[config.mk]
export PLATFORM = sky130hd
export DESIGN_NAME = vhcr_regs
export DESIGN_NICKNAME = d
export VERILOG_FILES = /design/src/common/vhcr_pkg.sv /design/src/logic/vhcr_regs.sv
export VERILOG_INCLUDE_DIRS = /design/src /design/src/common
export SDC_FILE = /design/constraint.sdc
export NUM_CORES = 1
export LEC_CHECK = 0
export ABC_AREA = 1
export BUFFER_PORTS_ARGS = -buffer_cell sky130_fd_sc_hd__buf_2
export CAP_MARGIN = 5
export CORE_AREA = 2 2 115 117
export CTS_CLUSTER_SIZE = 30
export DETAILED_ROUTE_END_ITERATION = 16
export DIE_AREA = 0 0 117 119
export GPL_ROUTABILITY_DRIVEN = 1
export GPL_TIMING_DRIVEN = 0
export PLACE_DENSITY = 0.72
export SLEW_MARGIN = 5
export SYNTH_ARGS = -nofsm -noshare
export SYNTH_HDL_FRONTEND = slang
export SYNTH_SLANG_ARGS = --single-unit
[constraint.sdc]
create_clock -name core_clk -period 1.94 [get_ports core_clk]
set_clock_uncertainty 0.15 [all_clocks]
set_input_delay 0 -clock core_clk [delete_from_list [all_inputs] [get_ports core_clk]]
set_output_delay 0 -clock core_clk [all_outputs]
set_load 0.05 [all_outputs]
[src/common/vhcr_defs.svh]
// Offsets, field positions and reset values of the host control registers
`ifndef VHCR_DEFS_SVH
`define VHCR_DEFS_SVH

// ----------------------------------------------------------------------
// Configuration space offsets
// ----------------------------------------------------------------------
`define VHCR_CFG_MEM_BASE   8'h10
`define VHCR_CFG_ROM_BASE   8'h30

// ----------------------------------------------------------------------
// I/O port addresses
// ----------------------------------------------------------------------
`define VHCR_IO_SETUP       16'h46E8
`define VHCR_IO_GLOBAL_SLEEP_ENABLE        16'h0102
`define VHCR_IO_BOARD_SLEEP_OVERRIDE        16'h0106
`define VHCR_IO_STAT1_MONO  16'h03BA
`define VHCR_IO_STAT1_COLOR 16'h03DA
`define VHCR_IO_FCR_RD      16'h03CA
`define VHCR_IO_MSR_WR      16'h03C2
`define VHCR_IO_MSR_RD      16'h03CC
`define VHCR_IO_SEQ_INDEX   16'h03C4
`define VHCR_IO_SEQ_DATA    16'h03C5

// ----------------------------------------------------------------------
// Field positions and sequencer register indices
// ----------------------------------------------------------------------
`define VHCR_PCI_MEMORY_WINDOW_BASE_LSB      22
`define VHCR_PCI_ROM_WINDOW_BASE_LSB      18
`define VHCR_SETUP_VGA_EN   3
`define VHCR_SETUP_MODE     4
`define VHCR_SEQ_IDX_RESET  3'h0
`define VHCR_SEQ_IDX_CLOCK  3'h1

// ----------------------------------------------------------------------
// Reset values
// ----------------------------------------------------------------------
`define VHCR_RST_BYTE       8'h00
`define VHCR_RST_SEQ_RESET  2'h3
`define VHCR_RST_SEQ_CLOCK  5'h00

// ----------------------------------------------------------------------
// Timing counts, last dot count of one character
// ----------------------------------------------------------------------
`define VHCR_DOTS_8_LAST    4'h7
`define VHCR_DOTS_9_LAST    4'h8

`endif

[src/common/vhcr_pkg.sv]
// Types shared by the host control register bank
package vhcr_pkg;

	// I/O port access from the host
	typedef struct packed {
		logic        rd;
		logic        wr;
		logic [15:0] addr;
		logic [7:0]  wdata;
	} vhcr_io_req_s;

	// Configuration cycle from the host
	typedef struct packed {
		logic        rd;
		logic        wr;
		logic [7:0]  addr;
		logic [3:0]  be;
		logic [31:0] wdata;
	} vhcr_cfg_req_s;

	// Memory cycle address presented for decoding
	typedef struct packed {
		logic        valid;
		logic        legacy;
		logic [31:0] addr;
	} vhcr_mem_req_s;

	// Shift register load cadence
	typedef enum logic [1:0] {
		VHCR_LOAD_EVERY,
		VHCR_LOAD_OTHER,
		VHCR_LOAD_FOURTH
	} vhcr_load_e;

endpackage

[src/logic/vhcr_regs.sv]
// Host control and status register bank of the display controller
`timescale 1ns/1ns
`include "vhcr_defs.svh"

module vhcr_regs
	import vhcr_pkg::*;
(
	input  wire logic          core_clk,        // Bus clock, 125 MHz
	input  wire logic          nrst,            // Asynchronous reset
	input  wire vhcr_cfg_req_s cfgReq,          // Configuration cycle
	output logic [31:0]        cfgRdata_q,      // Configuration read data
	input  wire vhcr_io_req_s  ioReq,           // I/O port cycle
	output logic [7:0]         ioRdata_q,       // I/O read data
	output logic               ioAck_q,         // I/O cycle claimed
	input  wire vhcr_mem_req_s memReq,          // Memory cycle to decode
	input  wire logic          pciMemEnable,    // Device control memory enable
	output logic               memHitVideo_q,   // Window lower half hit
	output logic               memHitCtrl_q,    // Window upper half hit
	output logic               memHitRom_q,     // ROM window hit
	output logic               legacyGrant_q,   // Legacy memory access allowed
	input  wire logic          vlBusPin,        // High on the VL-Bus
	input  wire logic          boardStrapPin,   // Board disable strap
	input  wire logic          crtIrq,          // CRT interrupt pending
	input  wire logic          hDispEn,         // Horizontal display enable
	input  wire logic          vDispEn,         // Vertical display enable
	input  wire logic          vsyncRaw,        // Vertical sync, active high
	input  wire logic          hsyncRaw,        // Horizontal sync, active high
	input  wire logic          emulationModeBit, // Retrace status variant
	input  wire logic          senseIn,         // Monitor sense level
	input  wire logic [1:0]    videoFeedback,   // Diagnostic video bits
	input  wire logic          dotTick,         // One pulse per dot clock
	output logic               vgaEnable_q,     // Setup port enable
	output logic               vgaAwake_q,      // Sleep control result
	output logic               ioColor_q,       // Color port decode
	output logic [1:0]         dotClkSel_q,     // Dot clock source
	output logic               pageLow_q,       // Lower page selected
	output logic               hsyncPin_q,      // Horizontal sync pin
	output logic               vsyncPin_q,      // Vertical sync pin
	output logic               seqAsyncRstN_q,  // Sequencer async reset
	output logic               seqSyncRstN_q,   // Sequencer sync reset
	output logic               charTick_q,      // Character clock pulse
	output logic               shiftLoad_q,     // Video shift load pulse
	output logic               pixClkEn_q       // Pixel clock enable
);

	// ------------------------------------------------------------------
	// Storage
	// ------------------------------------------------------------------
	logic [31:22] pci_memory_window_base_q;
	logic [31:18] pci_rom_window_base_q;
	logic         romEn_q;
	logic [1:0]   setup_q;
	logic         global_sleep_enable_q;
	logic [1:0]   board_sleep_override_q;
	logic [3:0]   fcr_q;
	logic [7:0]   msr_q;
	logic [2:0]   seqIdx_q;
	logic [1:0]   seqRst_q;
	logic [4:0]   seqClk_q;
	logic [1:0]   vlSync_q;
	logic [1:0]   strapSync_q;
	logic [3:0]   dotCnt_q;
	logic [1:0]   loadCnt_q;
	logic         pixPhase_q;
	logic         setupMode;
	logic         vlBus;
	logic         strap;
	logic         vsyncMix;
	vhcr_load_e   loadMode;

	assign setupMode = setup_q[1];
	assign vlBus     = vlSync_q[1];
	assign strap     = strapSync_q[1];

	// Address compare on an I/O cycle
	function automatic logic ioAt(input logic [15:0] a,
		input logic [15:0] p);
		ioAt = (a == p);
	endfunction

	// Status one and feature writes follow the mono/color choice
	function automatic logic [15:0] stat1Addr(input logic color);
		stat1Addr = color ? `VHCR_IO_STAT1_COLOR : `VHCR_IO_STAT1_MONO;
	endfunction

	// ------------------------------------------------------------------
	// Pin synchronisers
	// ------------------------------------------------------------------
	always_ff @(posedge core_clk or negedge nrst) begin
		if (!nrst) begin
			vlSync_q    <= 2'h0;
			strapSync_q <= 2'h0;
		end else begin
			vlSync_q    <= {vlSync_q[0], vlBusPin};
			strapSync_q <= {strapSync_q[0], boardStrapPin};
		end
	end

	// ------------------------------------------------------------------
	// Configuration space registers
	// ------------------------------------------------------------------
	// Byte-lane writes to the two window bases
	always_ff @(posedge core_clk or negedge nrst) begin
		if (!nrst) begin
			pci_memory_window_base_q <= 10'h000;
			pci_rom_window_base_q <= 14'h0000;
			romEn_q <= 1'b0;
		end else if (cfgReq.wr) begin
			if (cfgReq.addr == `VHCR_CFG_MEM_BASE) begin
				for (int i = 22; i < 32; i++) begin
					if (cfgReq.be[i/8])
						pci_memory_window_base_q[i] <= cfgReq.wdata[i];
				end
			end else if (cfgReq.addr == `VHCR_CFG_ROM_BASE) begin
				for (int i = 18; i < 32; i++) begin
					if (cfgReq.be[i/8])
						pci_rom_window_base_q[i] <= cfgReq.wdata[i];
				end
				if (cfgReq.be[0])
					romEn_q <= cfgReq.wdata[0];
			end
		end
	end

	// Configuration read data, low fields hard zero
	always_ff @(posedge core_clk or negedge nrst) begin
		if (!nrst) begin
			cfgRdata_q <= 32'h0000_0000;
		end else if (cfgReq.rd) begin
			if (cfgReq.addr == `VHCR_CFG_MEM_BASE)
				cfgRdata_q <= {pci_memory_window_base_q, 22'h000000};
			else if (cfgReq.addr == `VHCR_CFG_ROM_BASE)
				cfgRdata_q <= {pci_rom_window_base_q, 17'h00000, romEn_q};
			else
				cfgRdata_q <= 32'h0000_0000;
		end
	end

	// ------------------------------------------------------------------
	// Memory window decoding
	// ------------------------------------------------------------------
	always_ff @(posedge core_clk or negedge nrst) begin
		if (!nrst) begin
			memHitVideo_q <= 1'b0;
			memHitCtrl_q  <= 1'b0;
			memHitRom_q   <= 1'b0;
			legacyGrant_q <= 1'b0;
		end else begin
			memHitVideo_q <= memReq.valid && !memReq.legacy && pciMemEnable
				&& memReq.addr[31:22] == pci_memory_window_base_q
				&& !memReq.addr[21];
			memHitCtrl_q  <= memReq.valid && !memReq.legacy && pciMemEnable
				&& memReq.addr[31:22] == pci_memory_window_base_q
				&& memReq.addr[21];
			memHitRom_q   <= memReq.valid && !memReq.legacy && pciMemEnable
				&& romEn_q && memReq.addr[31:18] == pci_rom_window_base_q;
			legacyGrant_q <= memReq.valid && memReq.legacy
				&& msr_q[1] && vgaAwake_q;
		end
	end

	// ------------------------------------------------------------------
	// Setup and sleep registers
	// ------------------------------------------------------------------
	// Setup port is write only and exists only on the VL-Bus
	always_ff @(posedge core_clk or negedge nrst) begin
		if (!nrst) begin
			setup_q <= 2'h0;
		end else if (ioReq.wr && vlBus && ioAt(ioReq.addr, `VHCR_IO_SETUP)) begin
			setup_q <= {ioReq.wdata[`VHCR_SETUP_MODE],
				ioReq.wdata[`VHCR_SETUP_VGA_EN]};
		end
	end

	// Sleep registers reachable only in setup mode
	always_ff @(posedge core_clk or negedge nrst) begin
		if (!nrst) begin
			global_sleep_enable_q <= 1'b0;
			board_sleep_override_q <= 2'h0;
		end else if (ioReq.wr && setupMode) begin
			if (ioAt(ioReq.addr, `VHCR_IO_GLOBAL_SLEEP_ENABLE))
				global_sleep_enable_q <= ioReq.wdata[0];
			else if (ioAt(ioReq.addr, `VHCR_IO_BOARD_SLEEP_OVERRIDE) && strap)
				board_sleep_override_q <= ioReq.wdata[1:0];
		end
	end

	// Enable and sleep outputs
	always_ff @(posedge core_clk or negedge nrst) begin
		if (!nrst) begin
			vgaEnable_q <= 1'b0;
			vgaAwake_q  <= 1'b0;
		end else begin
			vgaEnable_q <= setup_q[0];
			vgaAwake_q  <= board_sleep_override_q[1] ? board_sleep_override_q[0] : global_sleep_enable_q;
		end
	end

	// ------------------------------------------------------------------
	// General control registers
	// ------------------------------------------------------------------
	always_ff @(posedge core_clk or negedge nrst) begin
		if (!nrst) begin
			fcr_q <= 4'h0;
			msr_q <= `VHCR_RST_BYTE;
		end else if (ioReq.wr) begin
			if (ioAt(ioReq.addr, stat1Addr(msr_q[0])))
				fcr_q <= {ioReq.wdata[3], 1'b0, ioReq.wdata[1:0]};
			else if (ioAt(ioReq.addr, `VHCR_IO_MSR_WR))
				msr_q <= {ioReq.wdata[7:5], 1'b0, ioReq.wdata[3:0]};
		end
	end

	// Sync mixing and polarity
	assign vsyncMix = fcr_q[3] ? (vsyncRaw | vDispEn) : vsyncRaw;

	// Display-side control outputs
	always_ff @(posedge core_clk or negedge nrst) begin
		if (!nrst) begin
			ioColor_q   <= 1'b0;
			dotClkSel_q <= 2'h0;
			pageLow_q   <= 1'b0;
			hsyncPin_q  <= 1'b0;
			vsyncPin_q  <= 1'b0;
		end else begin
			ioColor_q   <= msr_q[0];
			dotClkSel_q <= msr_q[3:2];
			pageLow_q   <= msr_q[5];
			hsyncPin_q  <= hsyncRaw ^ msr_q[6];
			vsyncPin_q  <= vsyncMix ^ msr_q[7];
		end
	end

	// ------------------------------------------------------------------
	// Sequencer registers
	// ------------------------------------------------------------------
	always_ff @(posedge core_clk or negedge nrst) begin
		if (!nrst) begin
			seqIdx_q <= 3'h0;
			seqRst_q <= `VHCR_RST_SEQ_RESET;
			seqClk_q <= `VHCR_RST_SEQ_CLOCK;
		end else if (ioReq.wr) begin
			if (ioAt(ioReq.addr, `VHCR_IO_SEQ_INDEX)) begin
				seqIdx_q <= ioReq.wdata[2:0];
			end else if (ioAt(ioReq.addr, `VHCR_IO_SEQ_DATA)) begin
				if (seqIdx_q == `VHCR_SEQ_IDX_RESET)
					seqRst_q <= ioReq.wdata[1:0];
				else if (seqIdx_q == `VHCR_SEQ_IDX_CLOCK)
					seqClk_q <= {ioReq.wdata[4:2], 1'b0, ioReq.wdata[0]};
			end
		end
	end

	// Sequencer reset outputs, low forces the reset
	always_ff @(posedge core_clk or negedge nrst) begin
		if (!nrst) begin
			seqAsyncRstN_q <= 1'b1;
			seqSyncRstN_q  <= 1'b1;
		end else begin
			seqAsyncRstN_q <= seqRst_q[0];
			seqSyncRstN_q  <= seqRst_q[1];
		end
	end

	// ------------------------------------------------------------------
	// I/O read path
	// ------------------------------------------------------------------
	always_ff @(posedge core_clk or negedge nrst) begin
		if (!nrst) begin
			ioRdata_q <= 8'h00;
			ioAck_q   <= 1'b0;
		end else begin
			ioRdata_q <= 8'h00;
			ioAck_q   <= ioReq.rd || ioReq.wr;
			if (ioReq.rd) begin
				if (ioAt(ioReq.addr, `VHCR_IO_MSR_WR))
					ioRdata_q <= {crtIrq, 2'h0, senseIn, 4'h0};
				else if (ioAt(ioReq.addr, stat1Addr(msr_q[0])))
					ioRdata_q <= {2'h0, videoFeedback,
						emulationModeBit ? vsyncMix : vsyncRaw, 2'h0,
						hDispEn & vDispEn};
				else if (ioAt(ioReq.addr, `VHCR_IO_FCR_RD))
					ioRdata_q <= {4'h0, fcr_q};
				else if (ioAt(ioReq.addr, `VHCR_IO_MSR_RD))
					ioRdata_q <= msr_q;
				else if (ioAt(ioReq.addr, `VHCR_IO_SEQ_INDEX))
					ioRdata_q <= {5'h00, seqIdx_q};
				else if (ioAt(ioReq.addr, `VHCR_IO_SEQ_DATA)
					&& seqIdx_q == `VHCR_SEQ_IDX_RESET)
					ioRdata_q <= {6'h00, seqRst_q};
				else if (ioAt(ioReq.addr, `VHCR_IO_SEQ_DATA)
					&& seqIdx_q == `VHCR_SEQ_IDX_CLOCK)
					ioRdata_q <= {3'h0, seqClk_q};
				else if (setupMode && ioAt(ioReq.addr, `VHCR_IO_GLOBAL_SLEEP_ENABLE))
					ioRdata_q <= {7'h00, global_sleep_enable_q};
				else if (setupMode && strap
					&& ioAt(ioReq.addr, `VHCR_IO_BOARD_SLEEP_OVERRIDE))
					ioRdata_q <= {6'h00, board_sleep_override_q};
			end
		end
	end

	// ------------------------------------------------------------------
	// Character clock, shift load and pixel clock
	// ------------------------------------------------------------------
	// Dot counter wraps after eight or nine dots
	always_ff @(posedge core_clk or negedge nrst) begin
		if (!nrst) begin
			dotCnt_q   <= 4'h0;
			charTick_q <= 1'b0;
		end else begin
			charTick_q <= 1'b0;
			if (dotTick) begin
				if (dotCnt_q >= (seqClk_q[0] ? `VHCR_DOTS_8_LAST
					: `VHCR_DOTS_9_LAST)) begin
					dotCnt_q   <= 4'h0;
					charTick_q <= 1'b1;
				end else begin
					dotCnt_q <= dotCnt_q + 4'h1;
				end
			end
		end
	end

	always_comb begin
		if (seqClk_q[4])
			loadMode = VHCR_LOAD_FOURTH;
		else if (seqClk_q[2])
			loadMode = VHCR_LOAD_OTHER;
		else
			loadMode = VHCR_LOAD_EVERY;
	end

	// Load pulse on the chosen character clocks
	always_ff @(posedge core_clk or negedge nrst) begin
		if (!nrst) begin
			loadCnt_q   <= 2'h0;
			shiftLoad_q <= 1'b0;
		end else begin
			shiftLoad_q <= 1'b0;
			if (charTick_q) begin
				loadCnt_q <= loadCnt_q + 2'h1;
				case (loadMode)
				VHCR_LOAD_FOURTH: shiftLoad_q <= (loadCnt_q == 2'h3);
				VHCR_LOAD_OTHER:  shiftLoad_q <= loadCnt_q[0];
				default:          shiftLoad_q <= 1'b1;
				endcase
			end
		end
	end

	// Pixel clock enable, every cycle or every second one
	always_ff @(posedge core_clk or negedge nrst) begin
		if (!nrst) begin
			pixPhase_q <= 1'b0;
			pixClkEn_q <= 1'b0;
		end else begin
			pixPhase_q <= ~pixPhase_q;
			pixClkEn_q <= seqClk_q[3] ? pixPhase_q : 1'b1;
		end
	end

	// ------------------------------------------------------------------
	// Assertions
	// ------------------------------------------------------------------
	a_pci_memory_window_base_low_zero: assert property (@(posedge core_clk) disable iff (!nrst)
		cfgReq.rd && cfgReq.addr == `VHCR_CFG_MEM_BASE
		|=> cfgRdata_q[21:0] == 22'h000000)
		else $error("memory base low bits not zero");

	a_pci_memory_window_base_write_full: assert property (@(posedge core_clk) disable iff (!nrst)
		cfgReq.wr && cfgReq.addr == `VHCR_CFG_MEM_BASE && cfgReq.be == 4'hF
		|=> pci_memory_window_base_q == $past(cfgReq.wdata[31:22]))
		else $error("memory base write lost");

	a_rom_gated: assert property (@(posedge core_clk) disable iff (!nrst)
		memHitRom_q |-> $past(romEn_q) && $past(pciMemEnable))
		else $error("rom hit while disabled");

	a_rom_low_zero: assert property (@(posedge core_clk) disable iff (!nrst)
		cfgReq.rd && cfgReq.addr == `VHCR_CFG_ROM_BASE
		|=> cfgRdata_q[17:1] == 17'h00000)
		else $error("rom base low bits not zero");

	a_global_sleep_enable_setup_only: assert property (@(posedge core_clk) disable iff (!nrst)
		ioReq.wr && ioReq.addr == `VHCR_IO_GLOBAL_SLEEP_ENABLE && !setupMode
		|=> $stable(global_sleep_enable_q))
		else $error("enable written outside setup");

	a_board_sleep_override_strap_only: assert property (@(posedge core_clk) disable iff (!nrst)
		ioReq.wr && ioReq.addr == `VHCR_IO_BOARD_SLEEP_OVERRIDE && !(setupMode && strap)
		|=> $stable(board_sleep_override_q))
		else $error("override written while locked");

	a_vsync_pin_mix: assert property (@(posedge core_clk) disable iff (!nrst)
		vsyncPin_q == $past((fcr_q[3] ? (vsyncRaw | vDispEn) : vsyncRaw)
			^ msr_q[7]))
		else $error("vertical sync pin wrong");

	a_seq_idx_read: assert property (@(posedge core_clk) disable iff (!nrst)
		ioReq.rd && ioReq.addr == `VHCR_IO_SEQ_INDEX
		|=> ioRdata_q == {5'h00, $past(seqIdx_q)})
		else $error("sequencer index read wrong");

	a_load_fourth_gap: assert property (@(posedge core_clk) disable iff (!nrst)
		shiftLoad_q && seqClk_q[4] && $stable(seqClk_q)
		|=> !shiftLoad_q [*8])
		else $error("shift load too early");

	a_pix_half_rate: assert property (@(posedge core_clk) disable iff (!nrst)
		seqClk_q[3] && $past(seqClk_q[3]) && pixClkEn_q
		|=> !pixClkEn_q)
		else $error("pixel enable not halved");

endmodule

==> flow_summary.toml <==
[synth]
ys_seq_area_frac = 0.5109
syn_avg_cell_area_um2 = 8.836
postSynthCellCount = 561
ys_ff_latch = 101
syn_area_um2 = 4957
yosysTopAreaCell = "dfrtp_1"
synth_area_leaders = "dfrtp_1 49%, nand2_1 8.1%, inv_1 6.1%"
synth_top_area_frac = 0.4897
synth.distinct_cells = 49
yosysWarningCount = 0

[clock_tree]
clk_pin_slew_ns = 0.07
tritoncts = "yes"
clock_path_buffers = 2
clockRootBuffer = "clkbuf_16"
clock-sinks = 101
cts_made_buffers = 9
worstSkewPairLatency_ns = 0.35
htree_levels = 3

[worst_setup_path]
crit_path_end_kind = "flip-flop"
path_class = "in2reg"
startpoint = "ioReq[23]"
reg2reg_depth = 5
rr_endpoint = "memHitRom_q$_DFF_PN0_"
cp.arrival_ns = 1.92
crit_required_ns = 2.02
cp_max_fo = 3
rrSetupSlack_ns = 0.11
rr_startpoint = "pci_rom_window_base_q[25]$_DFFE_PN0P_"
crit_end = "global_sleep_enable_q$_DFFE_PN0P_"
start_kind = "primary input"

[timing]
tightest_slew_ns = 0.5922
setup_viol = 0
final_hold_viol_count = 1
layout_min_cycle_time_ns = 1.842
clock.fmax_ghz = 0.5430
rsz0062_at_grt = "true"
period_share = 0.9493
finalMaxSlewViolations = 0
holdWs_ns = -0.01776
max-slew-margin-rel = 0.6052

[placement]
placed_cell_area_um2 = 5883
place.port_buffers = 123
dpl.hpwl_mm = 9.640
place.gp.congestion = 0.9096
place_inst = 877

[cells_and_area]
area_growth_pct = 42.15
post_route_cells_drive_above_1_share = 0.2563
final_cell_mix = "125 x buf_2, 106 x nand2_1, 97 x dfrtp_1"
finalInstanceArea_um2 = 7047
layout_commonest_cell = "buf_2"
nNetsFinal = 922
antenna-diode-count = 0
fin_cells = 976
fill_cells = 1159

[global_route]
grt_pass1_wl_mm = 21.23
grt-ovfl-total = 0
grt_pass1_vias = 4512
grt_max_degree = 58
grtUsageTotal = 0.1965
grt_antenna_before_repair = 0

[pwr]
leakagePower_nw = 3.681
total_power_mw = 5.122
p_per_area_nw_per_um2 = 726.9
ir_drop_mv = 0.5268

[worst_hold_path]
min_path_type = "in2reg"

[floorplanning]
num_rows = 42
start_util = 0.3850
core_area_um2 = 12870
die_y_um = 119
design.die.area_um2 = 13920
die_x_um = 117
ios = 179

[detailed_routing]
firstDrtPassIters = 4
drtIter0Drc = 244
route.detailed.drc = 0
wirelength_mm = 13.40
antenna_left = 0
wl_per_cell_um = 13.73
vias = 4515
avgViaCountPerCell = 4.626

[flow_run]
drv_cap = 0

[run_status]
violations = "hold timing"
status = "finished, violations left"
-- power breakdown --
group / total (mW) / switching, mW / internal, mW / leakage, nW
Combinational: 0.892 / 0.524 / 0.367 / 2.20
Sequential: 2.30 / 0.0849 / 2.21 / 1.33
Clock: 1.93 / 0.801 / 1.13 / 0.147
Total: 5.12 / 1.41 / 3.71 / 3.68
-- state kept, by name (all words and copies together), names as in the netlist, 2 cells and up --
signal                    flops
board_sleep_override_q        2
cfgRdata_q                   15
dotClkSel_q                   2
dotCnt_q                      4
fcr_q                         3
ioRdata_q                     8
loadCnt_q                     2
msr_q                         7
pci_memory_window_base_q     10
pci_rom_window_base_q        14
seqClk_q                      4
seqIdx_q                      3
seqRst_q                      2
setup_q                       2
strapSync_q                   2
vlSync_q                      2
-- synthesized netlist by cell type (all sizes together) --
master     n
a2111oi    1
a211oi     2
a21boi     1
a21oi     19
a221oi     1
a22o       2
a22oi      1
a31oi      9
and3       1
buf       21
clkbuf     4
clkinv     4
conb       1
dfrtp     97
dfstp      4
ha         6
inv       85
mux2       1
mux2i      5
nand2    114
nand3     26
nand3b     2
nand4     10
nor2      54
nor3       7
nor3b      1
nor4       5
o211ai     5
o21a       1
o21ai     39
o221ai     2
o22ai     11
or2        3
xnor2      4
xor2      12
-- per-stage QoR --
stage / setup TNS (ns) / setup WS (ns) / util / hold WS (ns)
2_1_floorplan: 0 / 0.4460 / - / -0.4456
3_3_place_gp: -32.03 / -0.3374 / 0.4546 / -0.04232
3_5_place_dp: 0 / 0.1660 / 0.4569 / -0.1000
4_1_cts: 0 / 0.04552 / 0.5447 / 0.005565
5_1_grt: -0.009544 / -0.009544 / 0.5473 / 0.03465
6_report: 0 / 0.09830 / 0.5473 / -0.01776
-- layout make-up --
type                    instances  area, µm²  area share
multi-input cells             362       2006      0.2846
inverters                      89      334.1     0.04741
flip-flops and latches        101       2532      0.3594
clock inverters                 4      72.57     0.01030
repair buffers                207       1476      0.2095
plain buffers                  25      168.9     0.02397
clock buffers                  12      236.5     0.03356
well taps                     176      220.2     0.03125
-- what timing repair did --
action | CTS | global route
hold endpoints to repair | 148 | 1
setup buffers | 0 | 0
setup endpoints to repair | 0 | 3
gates resized for setup | 0 | 5
hold buffers | 82 | 2
-- critical path, cell delays in order --
cell and delay (ns):
dlygate4sd3_1 0.54, buf_2 0.13, nor2_1 0.09, nand2_1 0.10
nor2_1 0.21, dlygate4sd3_1 0.59, nand4_1 0.10, nand2_1 0.08
o21ai_0 0.07
-- cell families after synthesis --
logic type | after synthesis | synth area share
AOI/OAI and AO/OA | 94 | 0.1148
buffers and inverters | 114 | 0.1015
other | 1 | 0.0007565
adders and majority gates | 6 | 0.01514
DFF | 101 | 0.5109
and+or+nand+nor | 223 | 0.2163
muxes | 6 | 0.01237
xor gates and xnor gates | 16 | 0.02827
-- worst min-delay path by stage --
stage / slack, ns / to / from / cells after the start
after floorplan: -0.45 / board_sleep_override_q[0]$_DFFE_PN0P_ / nrst / 0
after global placement: -0.04 / vlSync_q[0]$_DFF_PN0_ / vlBusPin / 1
after detailed placement: -0.10 / cfgRdata_q[28]$_DFFE_PN0P_ / nrst / 1
after CTS: 0.006 / global_sleep_enable_q$_DFFE_PN0P_ / ioReq[13] / 6
after global routing: 0.03 / memHitRom_q$_DFF_PN0_ / memReq[29] / 5
final: -0.02 / memHitRom_q$_DFF_PN0_ / memReq[29] / 5
-- layer usage --
layer | GRT usage | vias up | share of wire
met3 | 0.03817 | 19 | 0.054
met2 | 0.3497 | 143 | 0.50
li1 | - | 2260 | -
met1 | 0.2350 | 2093 | 0.42
met5 | 0 | - | 0
met4 | 0.06397 | 0 | 0.022
(Power assumes the default switching activity.)
